**config.mk**
```make
export PLATFORM = sky130hd
export DESIGN_NAME = isc_channel_map
export DESIGN_NICKNAME = d
export VERILOG_FILES = /design/src/rtl/isc_pkg.sv /design/src/rtl/isc_flag_merge.sv /design/src/rtl/isc_sticky_bank.sv /design/src/rtl/isc_channel_map.sv
export SDC_FILE = /design/constraint.sdc
export NUM_CORES = 1
export LEC_CHECK = 0
export BUFFER_PORTS_ARGS = -buffer_cell sky130_fd_sc_hd__buf_2
export CAP_MARGIN = 20
export CORE_MARGIN = 5
export CORE_UTILIZATION = 58
export CTS_BUF_LIST = sky130_fd_sc_hd__clkbuf_8
export DETAILED_ROUTE_END_ITERATION = 7
export PLACE_DENSITY = 0.92
export SYNTH_ARGS = -nofsm -noshare
export SYNTH_HDL_FRONTEND = slang
export SYNTH_SLANG_ARGS = --single-unit
```
**constraint.sdc**
```tcl
create_clock -name clk_in -period 3.7 [get_ports clk_in]
set_input_delay 0.185 -clock clk_in [delete_from_list [all_inputs] [get_ports clk_in]]
set_output_delay 0.185 -clock clk_in [all_outputs]
set_load 0.01 [all_outputs]
```
**src/rtl/isc_pkg.sv**
```systemverilog
// Shared constants, carrier structs and states of the interrupt source channel map
package isc_pkg;
    localparam int NUM_CH = 32;
    localparam int DATA_W = 32;
    localparam int STRB_W = DATA_W / 8;
    localparam int AXI_AW = 8;
    localparam int SWI_W  = 1;

    // Request channel numbers
    localparam int CH_WDT   = 0;
    localparam int CH_SWI   = 1;
    localparam int CH_TMR0  = 4;
    localparam int CH_TMR1  = 5;
    localparam int CH_UART0 = 6;
    localparam int CH_UART1 = 7;
    localparam int CH_PWM   = 8;
    localparam int CH_SPI0  = 10;
    localparam int CH_SPI1  = 11;
    localparam int CH_RTC   = 13;
    localparam int CH_EXT0  = 14;
    localparam int CH_ACC   = 19;
    localparam int CH_CAN0  = 20;
    localparam int CH_LAST  = 27;

    // Flag counts per source
    localparam int TMR_N      = 4;
    localparam int TMR_FLAG_N = 2 * TMR_N;
    localparam int LSR_SRC_N  = 4;
    localparam int UART0_N    = 4;
    localparam int UART1_N    = 5;
    localparam int PWM_N      = 7;
    localparam int SPI_N      = 2;
    localparam int SYNC_N     = 4;
    localparam int RTC_N      = 2;
    localparam int EXT_N      = 4;
    localparam int CAN_N      = 4;

    // Register byte offsets, reset values and responses
    localparam logic [AXI_AW-1:0] REG_STATUS = 8'h00;
    localparam logic [AXI_AW-1:0] REG_MASK   = 8'h04;
    localparam logic [AXI_AW-1:0] REG_REQ    = 8'h08;
    localparam logic [AXI_AW-1:0] REG_SWINT  = 8'h0c;
    localparam logic [NUM_CH-1:0] MASK_RST   = 32'h0000_0000;
    localparam logic [SWI_W-1:0]  SWINT_RST  = 1'h0;
    localparam logic [1:0]        RESP_OKAY  = 2'h0;
    localparam logic [1:0]        RESP_SLV   = 2'h2;

    typedef struct packed {
        logic [TMR_N-1:0] match_flag;
        logic [TMR_N-1:0] capture_flag;
    } isc_tmr_t;

    typedef struct packed {
        logic [LSR_SRC_N-1:0] rx_line_status_src;
        logic                 tx_holding_empty_flag;
        logic                 rx_data_available_flag;
        logic                 char_timeout_flag;
        logic                 modem_status_flag;
    } isc_uart_t;

    typedef struct packed {
        logic serial_xfer_done_flag;
        logic serial_mode_fault_flag;
    } isc_spi_t;

    typedef struct packed {
        logic sync_tx_raw_flag;
        logic sync_rx_raw_flag;
        logic sync_rx_timeout_raw_flag;
        logic sync_rx_overrun_raw_flag;
    } isc_sync_t;

    typedef struct packed {
        logic             watchdog_irq_flag;
        isc_tmr_t         tmr0;
        isc_tmr_t         tmr1;
        isc_uart_t        uart0;
        isc_uart_t        uart1;
        logic [PWM_N-1:0] pwm_match_flag;
        isc_spi_t         spi0;
        isc_spi_t         spi1;
        isc_sync_t        sync_serial_port;
        logic             clock_counter_increment_flag;
        logic             clock_alarm_flag;
        logic [EXT_N-1:0] external_irq;
        logic             accept_filter_flag;
        logic [CAN_N-1:0] can_tx_flag;
        logic [CAN_N-1:0] can_rx_flag;
    } isc_src_t;

    typedef struct packed {
        logic              awvalid;
        logic [AXI_AW-1:0] awaddr;
        logic              wvalid;
        logic [DATA_W-1:0] wdata;
        logic [STRB_W-1:0] wstrb;
        logic              bready;
        logic              arvalid;
        logic [AXI_AW-1:0] araddr;
        logic              rready;
    } isc_axil_req_t;

    typedef struct packed {
        logic              awready;
        logic              wready;
        logic              bvalid;
        logic [1:0]        bresp;
        logic              arready;
        logic              rvalid;
        logic [DATA_W-1:0] rdata;
        logic [1:0]        rresp;
    } isc_axil_rsp_t;

    typedef enum logic {
        ST_IDLE = 1'b0,
        ST_RESP = 1'b1
    } isc_bus_st_t;
endpackage

```
**src/rtl/isc_flag_merge.sv**
```systemverilog
// Combines a group of interrupt flags into one request line
module isc_flag_merge #(
    parameter int N = 2
) (
    input  wire logic [N-1:0] flags_in,
    output logic              line_out
);
    // Any active flag raises the line
    assign line_out = |flags_in;
endmodule

```
**src/rtl/isc_sticky_bank.sv**
```systemverilog
// Sticky event status bits with mask and one level interrupt
module isc_sticky_bank #(
    parameter int W = 32
) (
    input  wire logic         clk_in,
    input  wire logic         rstn_in,
    input  wire logic [W-1:0] event_in,
    input  wire logic [W-1:0] clear_in,
    input  wire logic [W-1:0] mask_in,
    output logic [W-1:0]      status_out,
    output logic              irq_out
);
    logic [W-1:0] status_r;
    logic         irq_r;

    for (genvar i = 0; i < W; i++) begin : g_bit
        // Set beats clear so an event in the clearing cycle is kept
        always_ff @(posedge clk_in) begin
            if (!rstn_in) begin
                status_r[i] <= 1'b0;
            end else if (event_in[i]) begin
                status_r[i] <= 1'b1;
            end else if (clear_in[i]) begin
                status_r[i] <= 1'b0;
            end
        end

    end

    always_ff @(posedge clk_in) begin
        if (!rstn_in) begin
            irq_r <= 1'b0;
        end else begin
            irq_r <= |(status_r & mask_in);
        end
    end

    assign status_out = status_r;
    assign irq_out    = irq_r;
endmodule

```
**src/rtl/isc_channel_map.sv**
```systemverilog
// Interrupt source to request channel map with AXI4-Lite status and mask
// Summary of operation
// - Each peripheral offers one request line (each bus controller offers two), high while any of its flags is high (first serial port's modem flag unused).
// - A flag fed by several event sources is high while any of those sources is high.
// - The watchdog flag drives channel 0, and channel 1 is driven only by software.
// - Both timers' four match and four capture flags combine onto channels 4 and 5.
// - First serial port flags drive channel 6; the second adds modem status on channel 7.
// - The seven pulse-width match flags combine onto channel 8.
// - First serial interface drives 10; second interface and sync serial port share 11.
// - The clock increment and alarm flags combine onto channel 13.
// - External inputs zero to three drive channels 14 to 17 in order.
// - The shared acceptance filter drives channel 19.
// - Each bus controller drives transmit then receive on pairs 20,21 through 26,27.
//
// The implementer's own choices: the register offsets and the AXI4-Lite slave port.
module isc_channel_map (
    input  wire logic                   clk_in,
    input  wire logic                   rstn_in,
    input  wire isc_pkg::isc_src_t      src_in,
    input  wire isc_pkg::isc_axil_req_t axi_in,
    output isc_pkg::isc_axil_rsp_t      axi_out,
    output logic [isc_pkg::NUM_CH-1:0]  chan_req_out,
    output logic                        irq_out
);
    import isc_pkg::*;

    logic [NUM_CH-1:0] req_nxt;
    logic [NUM_CH-1:0] req_r;
    logic [NUM_CH-1:0] prev_r;
    logic [NUM_CH-1:0] evt;
    logic [NUM_CH-1:0] status;
    logic [NUM_CH-1:0] mask_r;
    logic [NUM_CH-1:0] clr_vec;
    logic [SWI_W-1:0]  swint_r;

    logic tmr0_line;
    logic tmr1_line;
    logic uart0_lsr;
    logic uart1_lsr;
    logic uart0_line;
    logic uart1_line;
    logic pwm_line;
    logic spi0_line;
    logic spi1_line;
    logic rtc_line;

    // Bus side state
    isc_bus_st_t       wr_st_r;
    isc_bus_st_t       rd_st_r;
    logic              aw_hold_r;
    logic [AXI_AW-1:0] aw_addr_r;
    logic              w_hold_r;
    logic [DATA_W-1:0] w_data_r;
    logic [STRB_W-1:0] w_strb_r;
    logic [DATA_W-1:0] wmask;
    logic              wr_fire;
    logic              wr_hit;
    logic [1:0]        bresp_r;
    logic [DATA_W-1:0] rdata_r;
    logic [1:0]        rresp_r;
    logic [DATA_W-1:0] rd_data_nxt;
    logic [1:0]        rd_resp_nxt;

    // Per peripheral request lines
    isc_flag_merge #(.N(TMR_FLAG_N)) u_tmr0 (
        .flags_in (src_in.tmr0),
        .line_out (tmr0_line)
    );

    isc_flag_merge #(.N(TMR_FLAG_N)) u_tmr1 (
        .flags_in (src_in.tmr1),
        .line_out (tmr1_line)
    );

    // Line status flag has several error sources of its own
    isc_flag_merge #(.N(LSR_SRC_N)) u_lsr0 (
        .flags_in (src_in.uart0.rx_line_status_src),
        .line_out (uart0_lsr)
    );

    isc_flag_merge #(.N(LSR_SRC_N)) u_lsr1 (
        .flags_in (src_in.uart1.rx_line_status_src),
        .line_out (uart1_lsr)
    );

    // First port has no modem lines, so its modem bit is not used
    isc_flag_merge #(.N(UART0_N)) u_uart0 (
        .flags_in ({uart0_lsr,
                    src_in.uart0.tx_holding_empty_flag,
                    src_in.uart0.rx_data_available_flag,
                    src_in.uart0.char_timeout_flag}),
        .line_out (uart0_line)
    );

    isc_flag_merge #(.N(UART1_N)) u_uart1 (
        .flags_in ({uart1_lsr,
                    src_in.uart1.tx_holding_empty_flag,
                    src_in.uart1.rx_data_available_flag,
                    src_in.uart1.char_timeout_flag,
                    src_in.uart1.modem_status_flag}),
        .line_out (uart1_line)
    );

    isc_flag_merge #(.N(PWM_N)) u_pwm (
        .flags_in (src_in.pwm_match_flag),
        .line_out (pwm_line)
    );

    isc_flag_merge #(.N(SPI_N)) u_spi0 (
        .flags_in (src_in.spi0),
        .line_out (spi0_line)
    );

    // Second interface and sync port share pins, so they share a channel
    isc_flag_merge #(.N(SPI_N + SYNC_N)) u_spi1 (
        .flags_in ({src_in.spi1, src_in.sync_serial_port}),
        .line_out (spi1_line)
    );

    isc_flag_merge #(.N(RTC_N)) u_rtc (
        .flags_in ({src_in.clock_counter_increment_flag, src_in.clock_alarm_flag}),
        .line_out (rtc_line)
    );

    // Channel assembly
    always_comb begin
        req_nxt = '0;
        req_nxt[CH_WDT]   = src_in.watchdog_irq_flag;
        req_nxt[CH_SWI]   = swint_r[0];
        req_nxt[CH_TMR0]  = tmr0_line;
        req_nxt[CH_TMR1]  = tmr1_line;
        req_nxt[CH_UART0] = uart0_line;
        req_nxt[CH_UART1] = uart1_line;
        req_nxt[CH_PWM]   = pwm_line;
        req_nxt[CH_SPI0]  = spi0_line;
        req_nxt[CH_SPI1]  = spi1_line;
        req_nxt[CH_RTC]   = rtc_line;
        for (int i = 0; i < EXT_N; i++) begin
            req_nxt[CH_EXT0 + i] = src_in.external_irq[i];
        end
        req_nxt[CH_ACC] = src_in.accept_filter_flag;
        for (int i = 0; i < CAN_N; i++) begin
            req_nxt[CH_CAN0 + 2 * i]     = src_in.can_tx_flag[i];
            req_nxt[CH_CAN0 + 2 * i + 1] = src_in.can_rx_flag[i];
        end
    end

    // One register stage keeps the controller inputs glitch free
    always_ff @(posedge clk_in) begin
        if (!rstn_in) begin
            req_r <= '0;
        end else begin
            req_r <= req_nxt;
        end
    end

    always_ff @(posedge clk_in) begin
        if (!rstn_in) begin
            prev_r <= '0;
        end else begin
            prev_r <= req_r;
        end
    end

    assign chan_req_out = req_r;

    // A rising request is an event for the status register
    assign evt = req_r & ~prev_r;

    isc_sticky_bank #(.W(NUM_CH)) u_sticky (
        .clk_in     (clk_in),
        .rstn_in    (rstn_in),
        .event_in   (evt),
        .clear_in   (clr_vec),
        .mask_in    (mask_r),
        .status_out (status),
        .irq_out    (irq_out)
    );

    // Write channel: address and data are taken in either order
    for (genvar b = 0; b < STRB_W; b++) begin : g_strb
        assign wmask[8 * b +: 8] = {8{w_strb_r[b]}};
    end

    assign wr_fire = (wr_st_r == ST_IDLE) && aw_hold_r && w_hold_r;
    assign wr_hit  = (aw_addr_r == REG_STATUS) || (aw_addr_r == REG_MASK) ||
                     (aw_addr_r == REG_REQ) || (aw_addr_r == REG_SWINT);
    assign clr_vec = (wr_fire && aw_addr_r == REG_STATUS) ? (w_data_r & wmask) : '0;

    always_ff @(posedge clk_in) begin
        if (!rstn_in) begin
            aw_hold_r <= 1'b0;
            aw_addr_r <= '0;
        end else if (axi_in.awvalid && axi_out.awready) begin
            aw_hold_r <= 1'b1;
            aw_addr_r <= axi_in.awaddr;
        end else if (wr_fire) begin
            aw_hold_r <= 1'b0;
        end
    end

    always_ff @(posedge clk_in) begin
        if (!rstn_in) begin
            w_hold_r <= 1'b0;
            w_data_r <= '0;
            w_strb_r <= '0;
        end else if (axi_in.wvalid && axi_out.wready) begin
            w_hold_r <= 1'b1;
            w_data_r <= axi_in.wdata;
            w_strb_r <= axi_in.wstrb;
        end else if (wr_fire) begin
            w_hold_r <= 1'b0;
        end
    end

    always_ff @(posedge clk_in) begin
        if (!rstn_in) begin
            wr_st_r <= ST_IDLE;
            bresp_r <= RESP_OKAY;
        end else begin
            case (wr_st_r)
                ST_IDLE: begin
                    if (wr_fire) begin
                        wr_st_r <= ST_RESP;
                        bresp_r <= wr_hit ? RESP_OKAY : RESP_SLV;
                    end
                end
                default: begin
                    if (axi_in.bready) begin
                        wr_st_r <= ST_IDLE;
                    end
                end
            endcase
        end
    end

    // Writable registers honour byte strobes
    always_ff @(posedge clk_in) begin
        if (!rstn_in) begin
            mask_r <= MASK_RST;
        end else if (wr_fire && aw_addr_r == REG_MASK) begin
            mask_r <= (mask_r & ~wmask) | (w_data_r & wmask);
        end
    end

    always_ff @(posedge clk_in) begin
        if (!rstn_in) begin
            swint_r <= SWINT_RST;
        end else if (wr_fire && aw_addr_r == REG_SWINT && w_strb_r[0]) begin
            swint_r <= w_data_r[SWI_W-1:0];
        end
    end

    // Read channel
    always_comb begin
        rd_data_nxt = '0;
        rd_resp_nxt = RESP_OKAY;
        if (axi_in.araddr == REG_STATUS) begin
            rd_data_nxt = status;
        end else if (axi_in.araddr == REG_MASK) begin
            rd_data_nxt = mask_r;
        end else if (axi_in.araddr == REG_REQ) begin
            rd_data_nxt = req_r;
        end else if (axi_in.araddr == REG_SWINT) begin
            rd_data_nxt[SWI_W-1:0] = swint_r;
        end else begin
            rd_resp_nxt = RESP_SLV;
        end
    end

    always_ff @(posedge clk_in) begin
        if (!rstn_in) begin
            rd_st_r <= ST_IDLE;
            rdata_r <= '0;
            rresp_r <= RESP_OKAY;
        end else begin
            case (rd_st_r)
                ST_IDLE: begin
                    if (axi_in.arvalid) begin
                        rd_st_r <= ST_RESP;
                        rdata_r <= rd_data_nxt;
                        rresp_r <= rd_resp_nxt;
                    end
                end
                default: begin
                    if (axi_in.rready) begin
                        rd_st_r <= ST_IDLE;
                    end
                end
            endcase
        end
    end

    always_comb begin
        axi_out.awready = (wr_st_r == ST_IDLE) && !aw_hold_r;
        axi_out.wready  = (wr_st_r == ST_IDLE) && !w_hold_r;
        axi_out.bvalid  = (wr_st_r == ST_RESP);
        axi_out.bresp   = bresp_r;
        axi_out.arready = (rd_st_r == ST_IDLE);
        axi_out.rvalid  = (rd_st_r == ST_RESP);
        axi_out.rdata   = rdata_r;
        axi_out.rresp   = rresp_r;
    end
endmodule

```
# Word level (Yosys, flattened, before mapping)
# Index checks and enable logic that the tools add are counted.
# classes
n_eq_ne,6
mux,84
bitwise_logic,9
n_reduce_logical,62
# ops
operator,n
$and A32 B32 Y32,4
$mux W32,3
$mux W1,75
$reduce_bool A2 Y1,34
$not A32 Y32,2
$eq A8 B4 Y1 const B,4
$or A32 B32 Y32,1
$reduce_or A32 Y1,1
$mux W31,1
$reduce_or A8 Y1,3
$eq A8 B3 Y1 const B,2
$logic_not A8 Y1,2
$reduce_or A7 Y1,2
$logic_and A1 B1 Y1,10
$mux W2,5
$reduce_or A6 Y1,1
$reduce_and A2 Y1,2
$reduce_or A2 Y1,2
$logic_or A1 B1 Y1,3
$logic_not A1 Y1,2
$not A1 Y1,2
# word_totals
register_bits,214
inputBits,122
output_inout_bits,74
wordCells,209

# Longest topological paths before layout
# logic_depth
depth_word,7
depth_mapped,7

# Cells and area by module
# From an unflattened synthesis, not the netlist that was laid out.
# unflattened
cells_unflattened,833
hier_area_um2,7956.4
# by_module_without_submodules
module,instances,cells_per_inst,area_per_inst_um2,seq_area_each_um2
isc_channel_map,1,691,6553.8,3223.1
isc_sticky_bank,1,122,1293.7,660.6
isc_flag_merge at u_tmr0 ...,2,3,16.3,0.0
isc_flag_merge at u_lsr0 ...,3,1,7.5,0.0
isc_flag_merge at u_pwm,1,3,15.0,0.0
isc_flag_merge at u_spi1,1,3,13.8,0.0
isc_flag_merge at u_rtc ...,2,1,6.3,0.0
isc_flag_merge at u_uart1,1,3,12.5,0.0

# Worst setup path before layout
# OpenSTA, ideal clock, no wires.
# synth_path
path_kind,register to register
startpoint,register aw_addr_r[7]
endpoint,register (tool-made name)
setup_ns,0.132
t_arrival_ns,1.947
t_required_ns,3.568
path_slack_ns,1.620
stages_incl_launch_ff,8
path_buffers,3
cell_sequence,dfxtp_1 or4_4 buf_6 or4_4 buf_6 buf_8 o31ai_1 a21oi_1
# synth_lines
element,line,text
start: declaration,isc_channel_map.sv:51,logic [AXI_AW-1:0] aw_addr_r;
start signal: assignment,isc_channel_map.sv:196,aw_addr_r <= axi_in.awaddr;

# Worst setup path in the final report
# layout_path
startpoint,register aw_addr_r[7]
endpoint,"register u_sticky.status_r[27], in the netlist u_sticky.status_out[27]"
# layout_via
elab_chain_len,4
# layout_lines
element,line,text
$logic_not A8 Y1,isc_channel_map.sv:188,assign clr_vec = (wr_fire && aw_addr_r == REG_STATUS) ? (w_data_r & wmask) : '0;
$logic_and A1 B1 Y1,isc_channel_map.sv:188,
$mux W32,isc_channel_map.sv:188,
$reduce_bool A2 Y1 (no source line),--,
end signal: indexed assignment,isc_sticky_bank.sv:20,status_r[i] <= 1'b0;
end signal: indexed assignment,isc_sticky_bank.sv:22,status_r[i] <= 1'b1;
end signal: indexed assignment,isc_sticky_bank.sv:24,status_r[i] <= 1'b0;
end: declaration,isc_sticky_bank.sv:13,logic [W-1:0] status_r;
# Every way passes these cells.
# A chain may end at the register's enable or synchronous reset.

==> metrics <==
CTS tree=done; reg2reg path depth=4; Port Buffers=183; fillers=763; initial antenna violation count=1; sw frac=0.250; WP data arrival=2.67 ns; relative slew slack=0.326; worst slew pin tran=1.00 ns; fmax=~0.42 GHz; pwr/cell area=430 mW/mm²; Max Root-Sink Buffers=2; Comb pwr share=0.112; Clock Skew=between 0.015 and 0.02 ns; Slowest-stage cell, CP=or4_4; RR Endpoint=u_sticky.status_out[27]; Synthesis Warnings=0; first-pass GRT wire length=35800 µm; area fraction of the dominant cell type after synthesis=0.515; area grow syn2layout=29.9%; Final Max Tran Viols=0; CTS root buf=clkbuf_8; CP Class=reg -> reg; Fin. Hold Viols=0; crit-path cells=or4_4 > or3_1 > nor4b_4 > a21oi_1; wire length per cell=18.1 µm; number of H-tree levels=4; Syn Inst Count=842; Num Clock Sinks=185; final wirelength=22800 µm; worst vdd ir=333 µV; ranking of synthesized cells by area=dfxtp_1 51%, a21oi_1 7.9%, nand2_1 6.2%; Hold EP=rdata_r[0]; vias in the first global route=7085; Fin Setup TNS=0 ns; Hold Path Stages=4; Int Power=approximately 3000 µW; switching power=1010 µW; fin crit share=0.637; Worst setup EP type=flop; Yosys cell types=38; cts repair resizes=0; Final Net Count=1199; clock share of power=0.357; hpwl dp=roughly 13000 µm; Die Width=121 µm; Leak=0.00391 µW; detailed-router iteration count before antenna repair=7; HP Start=axi_in[1]; worst skew pair latency=approximately 0.46 ns; Placement Cell Area=0.00808 mm²; All-Layer GR Usage=0.308; vias=about 7.3k; #FFs+latches synth=185; final setup margin=1.34 ns; # IOs=196; Initial Utilization=0.596; post-synthesis area per instance=8.54 µm²; Most used DFF post-synth=dfxtp_1; Site Rows=40; Die Ht=121 µm; Setup Viol. Count Final=0; RSZ-0062 raised after global routing=false; Post-CTS Setup Repair Bufs=0; total CTS buffers=17; top cell type by total area after synthesis=dfxtp_1; antenna-violating nets left=0; fin area=between 0.009 and 0.01 mm²; drc violations=0; minimum clock period after layout=2.36 ns; Core ar.=0.0121 mm²; GR Overflow Total=0; Worst EP required=4.01 ns; share of cells above drive strength 1=0.213; Seq/Total Area, Yosys=0.515; register area=roughly 0.0037 mm²; Setup WS pre-CTS=1.26 ns; asr flop ratio synth=0; worst r2r src=aw_addr_r[7]; R2R Setup Slk=roughly 1.3 ns; final RePlAce weighted congestion=around 0.82; multi-input logic area=0.00310 mm²; hold crit path type=in -> reg; clock slew at reported path FFs=0.09 ns; Die ar.=0.0147 mm²; pin count of the biggest net entering global routing=56; hold buffers post-CTS=83; Worst setup SP type=flop; CP Max Fanout=7; total of max-cap violations=0; vias per cell=slightly below 6; CP max stage delay=0.60 ns; sequential share of power=0.531; Netlist Area Pre-Place=0.00719 mm²; DR iter-0 viols=825; status=finished, final reports clean; number of synthesized flops with an enable pin=0
-- power groups by stage --
stage | Sequential (µW) | Combinational [µW] | Clock (µW)
floorplan | 2160 | 240 | 0
detailed placement | 2170 | 360 | 0
global placement | 2170 | 347 | 0
finish | 2140 | 450 | 1430
global route | 2140 | 490 | 1520
CTS | 2130 | 429 | 1420
-- layer usage --
layer	routed length (µm)	track usage	vias to the layer above
met5	0	0	-
met4	1000	0.151	0
met3	2250	0.0811	101
met2	10700	0.496	477
met1	8770	0.382	3363
li1	-	-	3317
-- cells in the final DEF, fill, tap and decap left out, types with 5 or more instances in the layout --
cell type and count:
dfxtp_1 185, buf_2 183, nand2_1 119, a21oi_1 113, dlygate4sd3_1 83, nor2_1 82
nor2b_1 49, o21ai_0 48, inv_1 26, o22ai_1 22, clkbuf_8 22, nand4_1 19
mux2i_1 18, and2_1 17, o31ai_1 17, a22oi_1 17, nor4_1 11, conb_1 11
buf_4 7, clkinv_2 6, nor4_4 5
-- cell usage after synthesis, types with 3 or more instances --
master / n
o21ai_0: 48
nor4_1: 11
clkbuf_1: 45
nand2b_1: 3
and2_1: 17
a21oi_1: 113
a22oi_1: 17
buf_1: 4
buf_4: 13
nor2_1: 82
o31ai_1: 17
inv_1: 25
nand3b_1: 3
o22ai_1: 22
nand4_1: 19
nor4_4: 5
dfxtp_1: 185
nand2_1: 119
mux2i_1: 18
nor2b_1: 50
-- how the worst max path moves through the flow --
stage / from / end / slack, ns / cells after the start
finish: aw_addr_r[7] / u_sticky.status_out[27] / 1.34 / 4
global route: w_hold_r / u_sticky.status_out[8] / 1.28 / 4
CTS: aw_addr_r[7] / u_sticky.status_out[26] / 1.40 / 4
detailed placement: axi_in[8] / rdata_r[13] / 1.26 / 5
global placement: axi_in[8] / rdata_r[13] / 1.36 / 5
floorplan: aw_addr_r[7] / flop / 1.62 / 7
-- layout make-up --
class | count | share of cell area
flip-flops and latches | 185 | 0.396
multi-input cells | 573 | 0.332
repair buffers | 273 | 0.193
clock buffers | 22 | 0.0324
well taps | 168 | 0.0225
clock inverters | 10 | 0.0131
inverters | 27 | 0.0110
diodes | 1 | 0.000268
-- metrics by stage --
stage          hold WS, ns  instances  power [µW]   util
6_report            0.0860       1259        4020  0.774
5_1_grt             0.0830       1259        4150  0.774
4_1_cts             0.0698       1258        3980  0.774
3_5_place_dp         0.380       1143        2530  0.670
3_3_place_gp         0.368       1143        2520  0.670
2_1_floorplan        0.284        852        2400      -
-- cells by family (layout without fill, tap and decap cells) --
logic type | count (synthesis) | count (layout) | share of synthesized area
buffers and inverters | 94 | 332 | 0.0598
other | 1 | 12 | 0.000521
AO/OA/AOI/OAI | 223 | 223 | 0.173
multiplexers | 18 | 18 | 0.0251
flip-flops | 185 | 185 | 0.515
AND/OR/NAND/NOR | 321 | 321 | 0.226
-- worst max-delay path, delay by kind of cell, from the launching register on --
| kind | cells | cell delay [ns] |
|---|---|---|
| AND/OR/NAND/NOR | 3 | 1.75 |
| flip-flops | 1 | 0.32 |
| AO/OA/AOI/OAI | 1 | 0.15 |
Power figures use the tool's default switching activity.
